--- config.mk ---
export PLATFORM = sky130hd
export DESIGN_NAME = tpo_heater_ctrl
export DESIGN_NICKNAME = d
export VERILOG_FILES = /design/src/inc/tpo_pkg.sv /design/src/verilog/tpo_sync3.sv /design/src/verilog/tpo_div.sv /design/src/verilog/tpo_heater_ctrl.sv
export SDC_FILE = /design/constraint.sdc
export NUM_CORES = 1
export LEC_CHECK = 0
export BUFFER_PORTS_ARGS = -buffer_cell sky130_fd_sc_hd__buf_2
export CAP_MARGIN = 20
export CORE_ASPECT_RATIO = 1.5
export CORE_MARGIN = 2
export CORE_UTILIZATION = 55
export DETAILED_ROUTE_END_ITERATION = 6
export GPL_TIMING_DRIVEN = 0
export PLACE_DENSITY = 0.83
export SLEW_MARGIN = 40
export SYNTH_ARGS = -nofsm -noshare
export SYNTH_HDL_FRONTEND = slang
export SYNTH_SLANG_ARGS = --single-unit
--- constraint.sdc ---
create_clock -name pclk -period 7.8 [get_ports pclk]
set_input_delay 1.95 -clock pclk [delete_from_list [all_inputs] [get_ports pclk]]
set_output_delay 1.95 -clock pclk [all_outputs]
set_load 0.005 [all_outputs]
--- src/inc/tpo_pkg.sv ---
// constants and types of the heater output block
// Functional notes
// heater drive is fully on or fully off only.
// heater switches on and off once per cycle period, in seconds.
// on-time per period equals required percentage times period length.
// 100% at or below setpoint minus band, linear to 0% at setpoint.
// heat status led follows the heater drive output.
// integral and derivative shift the band, not its mapping.
// periodic correction from setpoint minus temperature, interval set.
// no integral update while temperature is outside the band.
// derivative acts on temperature rate of change; removable by config.
// tuning starts on setup exit if heater on, else at heater on.
// auto shown while tuning runs without alarm.
// tuning writes band, integral, derivative, saves them, resumes.
// tuning may last ninety minutes before it is given up.
// heater key toggle or tune disable aborts, old values kept.
// band, integral, derivative stay writable by hand.
// fixed factory code grants setup access over any user code.
// zero integral or derivative setting disables that term.
// cycle period accepts whole seconds in its range only.
// duty latched at period start: one on then one off interval.
`default_nettype none
package tpo_pkg;
    localparam logic [7:0] ADDR_SETPOINT = 8'h00;
    localparam logic [7:0] ADDR_BAND = 8'h04;
    localparam logic [7:0] ADDR_INTEGRAL = 8'h08;
    localparam logic [7:0] ADDR_DERIV = 8'h0c;
    localparam logic [7:0] ADDR_CYCLE = 8'h10;
    localparam logic [7:0] ADDR_CTRL = 8'h14;
    localparam logic [7:0] ADDR_USER_CODE = 8'h18;
    localparam logic [7:0] ADDR_CODE_ENTRY = 8'h1c;
    localparam logic [7:0] ADDR_STATUS = 8'h20;
    localparam int CTRL_TUNE_EN_BIT = 0;
    localparam int CTRL_SETUP_EXIT_BIT = 1;
    localparam int ST_DRIVE_BIT = 0;
    localparam int ST_HEATER_ON_BIT = 1;
    localparam int ST_TUNING_BIT = 2;
    localparam int ST_UNLOCKED_BIT = 3;
    localparam int ST_ALARM_BIT = 4;
    localparam int ST_DUTY_LSB = 8;
    localparam logic [10:0] SETPOINT_RST = 11'h000;
    localparam logic [7:0] BAND_RST = 8'h0a;
    localparam logic [7:0] INTERVAL_RST = 8'h00;
    localparam logic [4:0] CYCLE_RST = 5'h02;
    localparam logic [13:0] USER_CODE_RST = 14'h0000;
    localparam logic [7:0] SETTING_MIN = 8'h01;
    localparam logic [7:0] SETTING_MAX = 8'hc7;
    localparam logic [4:0] CYCLE_MIN = 5'h01;
    localparam logic [4:0] CYCLE_MAX = 5'h13;
    localparam logic [13:0] FACTORY_CODE = 14'h02ef;
    localparam logic [6:0] PCT_FULL = 7'h64;
    localparam logic [11:0] I_LIMIT = 12'h3ff;
    localparam int CLK_NS = 50;
    localparam int TICK_US = 10000;
    localparam int TICK_CYCLES = TICK_US * 1000 / CLK_NS;
    localparam int TICKS_PER_S = 100;
    localparam int TUNE_LIMIT_MIN = 90;
    localparam int TUNE_LIMIT_S = TUNE_LIMIT_MIN * 60;
    typedef enum logic [2:0] {
        TPO_IDLE = 3'h0,
        TPO_ARMED = 3'h1,
        TPO_HEAT = 3'h3,
        TPO_COOL = 3'h2,
        TPO_RISE = 3'h6,
        TPO_CALC = 3'h7
    } tpo_tune_t;
endpackage
`default_nettype wire

--- src/verilog/tpo_sync3.sv ---
// three-stage pin synchroniser with agreement filter
`default_nettype none
module tpo_sync3 (
    input wire logic clk,
    input wire logic rst_n,
    input wire logic pin,
    output logic level
);
    logic s1, s2, s3;

    // s1 feeds only s2; a change counts once s2 and s3 agree
    always_ff @(posedge clk or negedge rst_n) begin
        if (!rst_n) begin
            s1 <= 1'b0;
            s2 <= 1'b0;
            s3 <= 1'b0;
            level <= 1'b0;
        end else begin
            s1 <= pin;
            s2 <= s1;
            s3 <= s2;
            if (s2 == s3) begin
                level <= s3;
            end
        end
    end
endmodule
`default_nettype wire

--- src/verilog/tpo_div.sv ---
// restoring divider: 15-bit numerator by 8-bit denominator
`default_nettype none
module tpo_div (
    input wire logic clk,
    input wire logic rst_n,
    input wire logic start,
    input wire logic [14:0] numer,
    input wire logic [7:0] denom,
    output logic busy,
    output logic [14:0] quot
);
    logic [3:0] cnt;
    logic [8:0] rem;
    logic [14:0] q;
    wire [8:0] trial = {rem[7:0], q[14]};
    wire fits = trial >= {1'b0, denom};
    wire [14:0] next_q = {q[13:0], fits};

    always_ff @(posedge clk or negedge rst_n) begin
        if (!rst_n) begin
            busy <= 1'b0;
            cnt <= 4'h0;
            rem <= 9'h000;
            q <= 15'h0000;
            quot <= 15'h0000;
        end else if (!busy) begin
            if (start) begin
                busy <= 1'b1;
                cnt <= 4'he;
                rem <= 9'h000;
                q <= numer;
            end
        end else begin
            rem <= fits ? trial - {1'b0, denom} : trial;
            q <= next_q;
            cnt <= cnt - 4'h1;
            if (cnt == 4'h0) begin
                busy <= 1'b0;
                quot <= next_q;
            end
        end
    end
endmodule
`default_nettype wire

--- src/verilog/tpo_heater_ctrl.sv ---
// time proportioning heater controller with apb setup registers
`default_nettype none
module tpo_heater_ctrl #(
    parameter int TICK_CYCLES_P = tpo_pkg::TICK_CYCLES
) (
    input wire logic pclk,
    input wire logic presetn,
    input wire logic psel,
    input wire logic penable,
    input wire logic pwrite,
    input wire logic [7:0] paddr,
    input wire logic [31:0] pwdata,
    output logic [31:0] prdata,
    output logic pready,
    output logic pslverr,
    input wire logic [10:0] process_temp,
    input wire logic heater_key,
    input wire logic alarm_pin,
    output logic heater_drive,
    output logic heat_led,
    output logic show_auto,
    output logic nv_save
);
    import tpo_pkg::*;

    // settings and state
    logic [10:0] setpoint;
    logic [7:0] proportional_band_width;
    logic [7:0] integral_interval_setting;
    logic [7:0] deriv_interval_setting;
    logic [4:0] cycle_period_setting;
    logic [13:0] user_code;
    logic [13:0] code_entry;
    logic tune_en;
    logic heater_on;
    logic key_prev;
    logic key_level;
    logic alarm_level;
    tpo_tune_t tune_state;

    function automatic logic in_range(input logic [31:0] v,
                                      input logic [7:0] hi);
        return v <= {24'h00_0000, hi};
    endfunction

    function automatic logic [7:0] fit_setting(input logic [11:0] v);
        if (v < {4'h0, SETTING_MIN}) begin
            return SETTING_MIN;
        end else if (v > {4'h0, SETTING_MAX}) begin
            return SETTING_MAX;
        end
        return v[7:0];
    endfunction

    function automatic logic [11:0] sat12(input logic signed [12:0] v);
        if (v > $signed({1'b0, I_LIMIT})) begin
            return I_LIMIT;
        end else if (v < -$signed({1'b0, I_LIMIT})) begin
            return -I_LIMIT;
        end
        return v[11:0];
    endfunction

    tpo_sync3 u_key_sync (
        .clk(pclk),
        .rst_n(presetn),
        .pin(heater_key),
        .level(key_level)
    );

    tpo_sync3 u_alarm_sync (
        .clk(pclk),
        .rst_n(presetn),
        .pin(alarm_pin),
        .level(alarm_level)
    );

    // time base: 10 ms ticks and whole seconds
    logic [17:0] tick_cnt;
    logic [6:0] cs_in_s;
    wire cs_tick = tick_cnt == 18'(TICK_CYCLES_P - 1);
    wire sec_tick = cs_tick && cs_in_s == 7'(TICKS_PER_S - 1);

    always_ff @(posedge pclk or negedge presetn) begin
        if (!presetn) begin
            tick_cnt <= 18'h0_0000;
            cs_in_s <= 7'h00;
        end else begin
            tick_cnt <= cs_tick ? 18'h0_0000 : tick_cnt + 18'h0_0001;
            if (cs_tick) begin
                cs_in_s <= sec_tick ? 7'h00 : cs_in_s + 7'h01;
            end
        end
    end

    // access control
    wire unlocked = user_code == 14'h0000 || code_entry == user_code
        || code_entry == FACTORY_CODE;

    // apb decode
    wire hit_sp = paddr == ADDR_SETPOINT;
    wire hit_band = paddr == ADDR_BAND;
    wire hit_int = paddr == ADDR_INTEGRAL;
    wire hit_der = paddr == ADDR_DERIV;
    wire hit_cyc = paddr == ADDR_CYCLE;
    wire hit_ctrl = paddr == ADDR_CTRL;
    wire hit_code = paddr == ADDR_USER_CODE;
    wire hit_entry = paddr == ADDR_CODE_ENTRY;
    wire hit_stat = paddr == ADDR_STATUS;
    wire setup_reg = hit_band || hit_int || hit_der || hit_cyc
        || hit_ctrl || hit_code;
    wire mapped = setup_reg || hit_sp || hit_entry || hit_stat;
    wire cyc_ok = in_range(pwdata, {3'h0, CYCLE_MAX})
        && pwdata[4:0] >= CYCLE_MIN;
    wire val_ok = hit_cyc ? cyc_ok
        : (hit_band || hit_int || hit_der) ? in_range(pwdata, SETTING_MAX)
        : hit_sp ? pwdata[31:11] == 21'h0
        : 1'b1;
    wire bad = !mapped || (pwrite && setup_reg && !unlocked)
        || (pwrite && hit_stat) || (pwrite && !val_ok);
    wire wr_ok = psel && penable && pwrite && !bad;
    wire setup_exit = wr_ok && hit_ctrl && pwdata[CTRL_SETUP_EXIT_BIT];
    wire key_press = key_level && !key_prev;

    assign pready = 1'b1;
    assign pslverr = psel && penable && bad;

    // tuning progress
    wire tune_running = tune_state[1]; // gray: bit 1 marks running
    logic [12:0] tune_sec;
    logic [11:0] osc_sec;
    logic [10:0] temp_hi;
    logic [10:0] temp_lo;
    wire tune_abort = tune_running && (key_press || !tune_en
        || tune_sec >= 13'(TUNE_LIMIT_S));
    wire [11:0] swing = {1'b0, temp_hi} - {1'b0, temp_lo};

    // pid error, shifted by integral and derivative terms
    logic signed [11:0] i_acc;
    logic signed [11:0] d_term;
    logic [10:0] prev_temp;
    logic [7:0] int_sec;
    logic [7:0] der_sec;
    wire signed [11:0] raw_err = $signed({1'b0, setpoint})
        - $signed({1'b0, process_temp});
    wire signed [13:0] err = {{2{raw_err[11]}}, raw_err}
        + {{2{i_acc[11]}}, i_acc} + {{2{d_term[11]}}, d_term};
    wire in_band = !raw_err[11]
        && raw_err <= $signed({4'h0, proportional_band_width});
    wire err_pos = !err[13] && err != 14'sh0000;
    wire err_full = proportional_band_width == 8'h00
        || err >= $signed({6'h00, proportional_band_width});

    // band-to-duty division runs continuously; one result is ~16 cycles
    // old, negligible against a 10 ms tick
    logic div_busy;
    logic [14:0] div_q;
    tpo_div u_div (
        .clk(pclk),
        .rst_n(presetn),
        .start(!div_busy),
        .numer(15'(err[7:0]) * 15'(PCT_FULL)),
        .denom(proportional_band_width),
        .busy(div_busy),
        .quot(div_q)
    );

    wire [6:0] pid_pct = !err_pos ? 7'h00
        : err_full ? PCT_FULL : div_q[6:0];
    wire [6:0] duty = (tune_state == TPO_HEAT || tune_state == TPO_RISE)
        ? PCT_FULL
        : (tune_state == TPO_COOL || tune_state == TPO_CALC) ? 7'h00
        : pid_pct;

    // register file
    always_ff @(posedge pclk or negedge presetn) begin
        if (!presetn) begin
            setpoint <= SETPOINT_RST;
            proportional_band_width <= BAND_RST;
            integral_interval_setting <= INTERVAL_RST;
            deriv_interval_setting <= INTERVAL_RST;
            cycle_period_setting <= CYCLE_RST;
            user_code <= USER_CODE_RST;
            code_entry <= USER_CODE_RST;
            tune_en <= 1'b0;
        end else begin
            if (wr_ok && hit_sp) begin
                setpoint <= pwdata[10:0];
            end
            if (wr_ok && hit_band) begin
                proportional_band_width <= pwdata[7:0];
            end
            if (wr_ok && hit_int) begin
                integral_interval_setting <= pwdata[7:0];
            end
            if (wr_ok && hit_der) begin
                deriv_interval_setting <= pwdata[7:0];
            end
            if (wr_ok && hit_cyc) begin
                cycle_period_setting <= pwdata[4:0];
            end
            if (wr_ok && hit_code) begin
                user_code <= pwdata[13:0];
            end
            if (wr_ok && hit_entry) begin
                code_entry <= pwdata[13:0];
            end
            if (wr_ok && hit_ctrl) begin
                tune_en <= pwdata[CTRL_TUNE_EN_BIT];
            end
            // finished tuning overrides a coincident manual write
            if (tune_state == TPO_CALC && !tune_abort) begin
                proportional_band_width <= fit_setting(swing);
                integral_interval_setting <= fit_setting(
                    {1'b0, osc_sec[11:1]});
                deriv_interval_setting <= fit_setting(
                    {3'h0, osc_sec[11:3]});
                tune_en <= 1'b0;
            end
        end
    end

    // read data captured in setup phase, from a flop
    wire [31:0] status_word = {17'h0_0000, duty, 3'h0, alarm_level,
        unlocked, tune_running, heater_on, heater_drive};
    wire [31:0] rd_mux = hit_sp ? 32'(setpoint)
        : hit_band ? 32'(proportional_band_width)
        : hit_int ? 32'(integral_interval_setting)
        : hit_der ? 32'(deriv_interval_setting)
        : hit_cyc ? 32'(cycle_period_setting)
        : hit_ctrl ? 32'(tune_en)
        : hit_code ? 32'(user_code)
        : hit_entry ? 32'(code_entry)
        : hit_stat ? status_word
        : 32'h0000_0000;

    always_ff @(posedge pclk or negedge presetn) begin
        if (!presetn) begin
            prdata <= 32'h0000_0000;
        end else if (psel && !penable) begin
            prdata <= pwrite ? 32'h0000_0000 : rd_mux;
        end
    end

    // heater on/off key toggles the heater enable
    always_ff @(posedge pclk or negedge presetn) begin
        if (!presetn) begin
            key_prev <= 1'b0;
            heater_on <= 1'b0;
        end else begin
            key_prev <= key_level;
            if (key_press) begin
                heater_on <= !heater_on;
            end
        end
    end

    // integral correction, frozen outside the band
    wire int_due = int_sec + 8'h01 >= integral_interval_setting;
    wire [11:0] next_i = sat12({i_acc[11], i_acc}
        + {raw_err[11], raw_err});

    always_ff @(posedge pclk or negedge presetn) begin
        if (!presetn) begin
            i_acc <= 12'sh000;
            int_sec <= 8'h00;
        end else if (integral_interval_setting == 8'h00) begin
            i_acc <= 12'sh000;
            int_sec <= 8'h00;
        end else if (sec_tick) begin
            int_sec <= int_due ? 8'h00 : int_sec + 8'h01;
            if (int_due && in_band) begin
                i_acc <= next_i;
            end
        end
    end

    // derivative: temperature drop since last sample raises the output
    wire der_due = der_sec + 8'h01 >= deriv_interval_setting;

    always_ff @(posedge pclk or negedge presetn) begin
        if (!presetn) begin
            d_term <= 12'sh000;
            der_sec <= 8'h00;
            prev_temp <= 11'h000;
        end else if (deriv_interval_setting == 8'h00) begin
            d_term <= 12'sh000;
            der_sec <= 8'h00;
            prev_temp <= process_temp;
        end else if (sec_tick) begin
            der_sec <= der_due ? 8'h00 : der_sec + 8'h01;
            if (der_due) begin
                d_term <= $signed({1'b0, prev_temp})
                    - $signed({1'b0, process_temp});
                prev_temp <= process_temp;
            end
        end
    end

    // cycle period: duty and length latched at each period start
    logic [10:0] cyc_cs;
    logic [10:0] on_cs;
    logic [4:0] cur_period;
    wire [10:0] period_cs = 11'(cur_period) * 11'(TICKS_PER_S);
    wire period_end = cyc_cs == period_cs - 11'h001;
    wire [10:0] next_on = 11'(duty) * 11'(cycle_period_setting);

    always_ff @(posedge pclk or negedge presetn) begin
        if (!presetn) begin
            cyc_cs <= 11'h000;
            on_cs <= 11'h000;
            cur_period <= CYCLE_RST;
        end else if (cs_tick) begin
            if (period_end) begin
                cyc_cs <= 11'h000;
                cur_period <= cycle_period_setting;
                on_cs <= next_on;
            end else begin
                cyc_cs <= cyc_cs + 11'h001;
            end
        end
    end

    // drive is a single on/off level; power comes only from on-time
    always_ff @(posedge pclk or negedge presetn) begin
        if (!presetn) begin
            heater_drive <= 1'b0;
        end else begin
            heater_drive <= heater_on && cyc_cs < on_cs;
        end
    end

    assign heat_led = heater_drive;

    // self-tuning: one on/off oscillation around the setpoint
    always_ff @(posedge pclk or negedge presetn) begin
        if (!presetn) begin
            tune_state <= TPO_IDLE;
            tune_sec <= 13'h0000;
            osc_sec <= 12'h000;
            temp_hi <= 11'h000;
            temp_lo <= 11'h000;
        end else if (tune_abort) begin
            tune_state <= TPO_IDLE;
        end else begin
            if (sec_tick) begin
                tune_sec <= tune_sec + 13'h0001;
                if (osc_sec != 12'hfff) begin
                    osc_sec <= osc_sec + 12'h001;
                end
            end
            case (tune_state)
                TPO_IDLE: begin
                    tune_sec <= 13'h0000;
                    if (setup_exit && pwdata[CTRL_TUNE_EN_BIT]) begin
                        tune_state <= heater_on ? TPO_HEAT
                            : TPO_ARMED;
                    end
                end
                TPO_ARMED: begin
                    tune_sec <= 13'h0000;
                    if (!tune_en) begin
                        tune_state <= TPO_IDLE;
                    end else if (heater_on) begin
                        tune_state <= TPO_HEAT;
                    end
                end
                TPO_HEAT: begin
                    if (process_temp >= setpoint) begin
                        tune_state <= TPO_COOL;
                        osc_sec <= 12'h000;
                        temp_hi <= process_temp;
                        temp_lo <= process_temp;
                    end
                end
                TPO_COOL: begin
                    if (process_temp > temp_hi) begin
                        temp_hi <= process_temp;
                    end
                    if (process_temp < setpoint) begin
                        tune_state <= TPO_RISE;
                        temp_lo <= process_temp;
                    end
                end
                TPO_RISE: begin
                    if (process_temp < temp_lo) begin
                        temp_lo <= process_temp;
                    end
                    if (process_temp >= setpoint) begin
                        tune_state <= TPO_CALC;
                    end
                end
                TPO_CALC: begin
                    tune_state <= TPO_IDLE;
                end
                default: begin
                    tune_state <= TPO_IDLE;
                end
            endcase
        end
    end

    always_ff @(posedge pclk or negedge presetn) begin
        if (!presetn) begin
            show_auto <= 1'b0;
            nv_save <= 1'b0;
        end else begin
            show_auto <= tune_running && !alarm_level;
            nv_save <= tune_state == TPO_CALC && !tune_abort;
        end
    end
endmodule
`default_nettype wire

==> flow_summary.json <==
{
  "clkSinkCount": 285,
  "hold_viol": 0,
  "min_to": "u_key_sync.s2",
  "clockRootBuffer": "clkbuf_16",
  "ys.flop_type": "dfrtp_1",
  "worst-endpoint-required_ps": 8310,
  "critPathMaxStageDelay_ps": 530,
  "comb_power_share_pct": 20.7,
  "die-width_um": 162,
  "grt.total_usage_pct": 29.7,
  "max_freq_ghz": 0.108,
  "cts_buffer_depth": 3,
  "p_clk_share_pct": 38.7,
  "routed_wl_um": 58800,
  "reg2reg_to": "on_cs[10]",
  "grt_pass1_vias": 17900,
  "overflow": 0,
  "grt_pass1_wl_um": 92200,
  "crit_buf_inv": 4,
  "fin_skew_ps": 45.0,
  "tns_ps": -6280,
  "clk_pin_slew_ps": 70,
  "synthArstFlopShare_pct": 100,
  "yosys.cell_count.top_type": "dfrtp_1",
  "die_area_mm2": 0.0390,
  "post-place-ws_ps": -2970,
  "leakage_nw": 11.3,
  "cp-end-kind": "flop",
  "syn_to_final_growth_pct": 14.7,
  "worst_pin_slew_ps": 853,
  "placed_cells": 2784,
  "met2_usage_pct": 53.7,
  "via_per_inst": 6.13,
  "cts_tree": "yes",
  "report.final.slew_viol_count": 0,
  "rsz0062_at_grt": "true",
  "synth_cell_type_count": 90,
  "ir_drop_mv": 0.156,
  "ys_seq_elements": 285,
  "port_buffers": 70,
  "p_sw_mw": 1.12,
  "relSlewSlack_pct": 43.1,
  "clock_latency_ps": 610,
  "intPower_mw": 2.75,
  "synth-edff-count": 0,
  "critPathLaunchType": "input pin",
  "worst_slack_ps": -1430,
  "dr.first_iter.drc_count": 1295,
  "route.vias.total": 17600,
  "period_needed_ps": 9230,
  "detail-route-antenna-nets": 0,
  "grt_max_degree": 77,
  "syn-cell-area_mm2": 0.0206,
  "place_congestion": 0.970,
  "die_height_um": 241,
  "cap_violations": 0,
  "powerDensity_mw_per_mm2": 164,
  "hold_path.startpoint": "u_key_sync.s1",
  "met3_usage_pct": 4.24,
  "path_delay_family": "adder cells",
  "wl_per_cell_um": 20.4,
  "worstRegToRegCells": 37,
  "violations": "negative setup slack",
  "ys_top_cells_by_area": "dfrtp_1 34%, ha_1 12%, fa_1 3.5%, nand2_1 3.4%, mux2_2 3.2%",
  "synth_area_leader_cell": "dfrtp_1",
  "outcome": "complete, but fails checks",
  "io_pins": 96,
  "critical_path_class": "input pin to flop",
  "fillers": 2890,
  "rrSetupSlack_ps": -460,
  "period_share_pct": 118,
  "final_layout_size_suffix_gt1_share_pct": 15.1,
  "row_count": 86,
  "cp_slowest_cell": "fa_1",
  "hold_depth": 0,
  "drc": 0,
  "regArea_mm2": 0.00714,
  "dpl.hpwl_um": 44100,
  "yosys-top-cells-count": "281 x dfrtp_1, 205 x ha_1, 188 x nand2_1",
  "core_mm2": 0.0368,
  "hold_class": "flop to flop",
  "yosys.area.top_type_share_pct": 34.2,
  "syn_area_per_cell_um2": 9.31,
  "utilization_pct": 64.1,
  "initial_utilization_pct": 55.9,
  "p_seq_share_pct": 40.6,
  "synthCells": 2210,
  "gr-usage-met1_pct": 32.1,
  "drt-pass1-iter-count": 6,
  "ys_warn_count": 0,
  "htree_num_levels": 1,
  "instances_no_fill": 2880,
  "multi_input_area_mm2": 0.0129,
  "setup_viol": 7,
  "fin_nets": 2670,
  "swShare_pct": 28.9,
  "busiest_layer": "met2",
  "numCtsBuffers": 30,
  "ys_seq_area_share_pct": 34.7,
  "antenna_found_initial": 3,
  "holdWs_ps": 356,
  "crit_arrival_ps": 9740,
  "path_max_fanout": 6,
  "timing.rr.start": "setpoint[0]"
}
logic make-up after synthesis:
logic type / count (synthesis) / synth area share, %
other cells: 2 / 0.0365
compound gates: 480 / 15.2
simple gates: 697 / 17.3
flops: 285 / 34.7
buf+inv: 259 / 5.19
mux: 114 / 5.90
fa+ha+maj: 243 / 16.1
xor+xnor: 130 / 5.57
repair_timing:
item | CTS | global route
pin swaps | 42 | 25
gates resized for setup | 63 | 22
endpoints found under the setup margin | 9 | 8
setup buffers | 29 | 10
hold endpoints to repair | 0 | 0
hold buffers | 0 | 0
through the flow:
step | total power, mW | cell area (um^2)
floorplan | 2.10 | 20800
global placement | 2.28 | 21700
detailed placement | 2.32 | 21900
CTS | 3.86 | 23400
global route | 4.04 | 23600
finish | 3.87 | 23600
sequential cells by signal, summed over array words and instances (netlist names), 11 cells and up:
name	count
tune_sec	13
temp_lo	11
prev_temp	11
u_div.q	15
osc_sec	12
d_term	12
cyc_cs	11
temp_hi	11
user_code	14
i_acc	12
on_cs	11
prdata	15
code_entry	14
tick_cnt	18
setpoint	11
metal layers:
layer,routed length [um],vias to the layer above
li1,-,8124
met1,21000,8531
met2,29800,713
met3,3430,273
met4,4620,0
met5,0,-
worst max-delay path by stage:
stage / startpoint / end / slack, ps / depth (start not counted)
after global placement: process_temp[1] / on_cs[10] / -2800 / 35
final: process_temp[0] / on_cs[10] / -1430 / 37
after floorplan: process_temp[0] / on_cs[10] / -1410 / 35
after detailed placement: process_temp[1] / on_cs[10] / -2970 / 36
after CTS: process_temp[0] / on_cs[10] / -1320 / 36
after global routing: process_temp[0] / on_cs[10] / -1740 / 37
power by group through the flow:
stage	logic [mW]	clock network [mW]	registers, mW
2_1_floorplan	0.521	0	1.58
3_3_place_gp	0.690	0	1.59
3_5_place_dp	0.725	0	1.59
4_1_cts	0.778	1.51	1.57
5_1_grt	0.900	1.57	1.57
6_report	0.803	1.50	1.57
cell usage in the layout, fill, tap and decap left out, types with 12 or more instances in the layout:
cell	count
nand2b_1	33
nand3_1	55
o31ai_1	15
xnor2_1	66
ha_4	14
clkbuf_1	60
nor4_1	19
conb_1	18
a21o_1	34
fa_1	35
or2_2	12
nor3_1	44
o21ai_0	123
xor2_1	49
nand4_1	38
a31oi_1	25
and2_1	36
mux2_2	59
a21oi_1	105
o21a_1	20
nor2_1	139
buf_2	74
nand2_1	185
a211oi_1	13
a32o_1	12
mux2i_1	55
ha_1	189
dfrtp_1	281
or3_1	12
inv_1	163
buf_4	59
and3_1	23
clkbuf_16	30
nor2b_1	28
area by class of cell:
class	count	share of cell area, %
clock inverters	14	0.758
repair buffers	113	3.33
plain buffers	88	1.81
well taps	484	2.57
inverters	171	2.79
diodes	3	0.0318
clock buffers	40	3.59
multi-input cells	1682	54.9
flip-flops and latches	285	30.2
(Power assumes the default switching activity.)
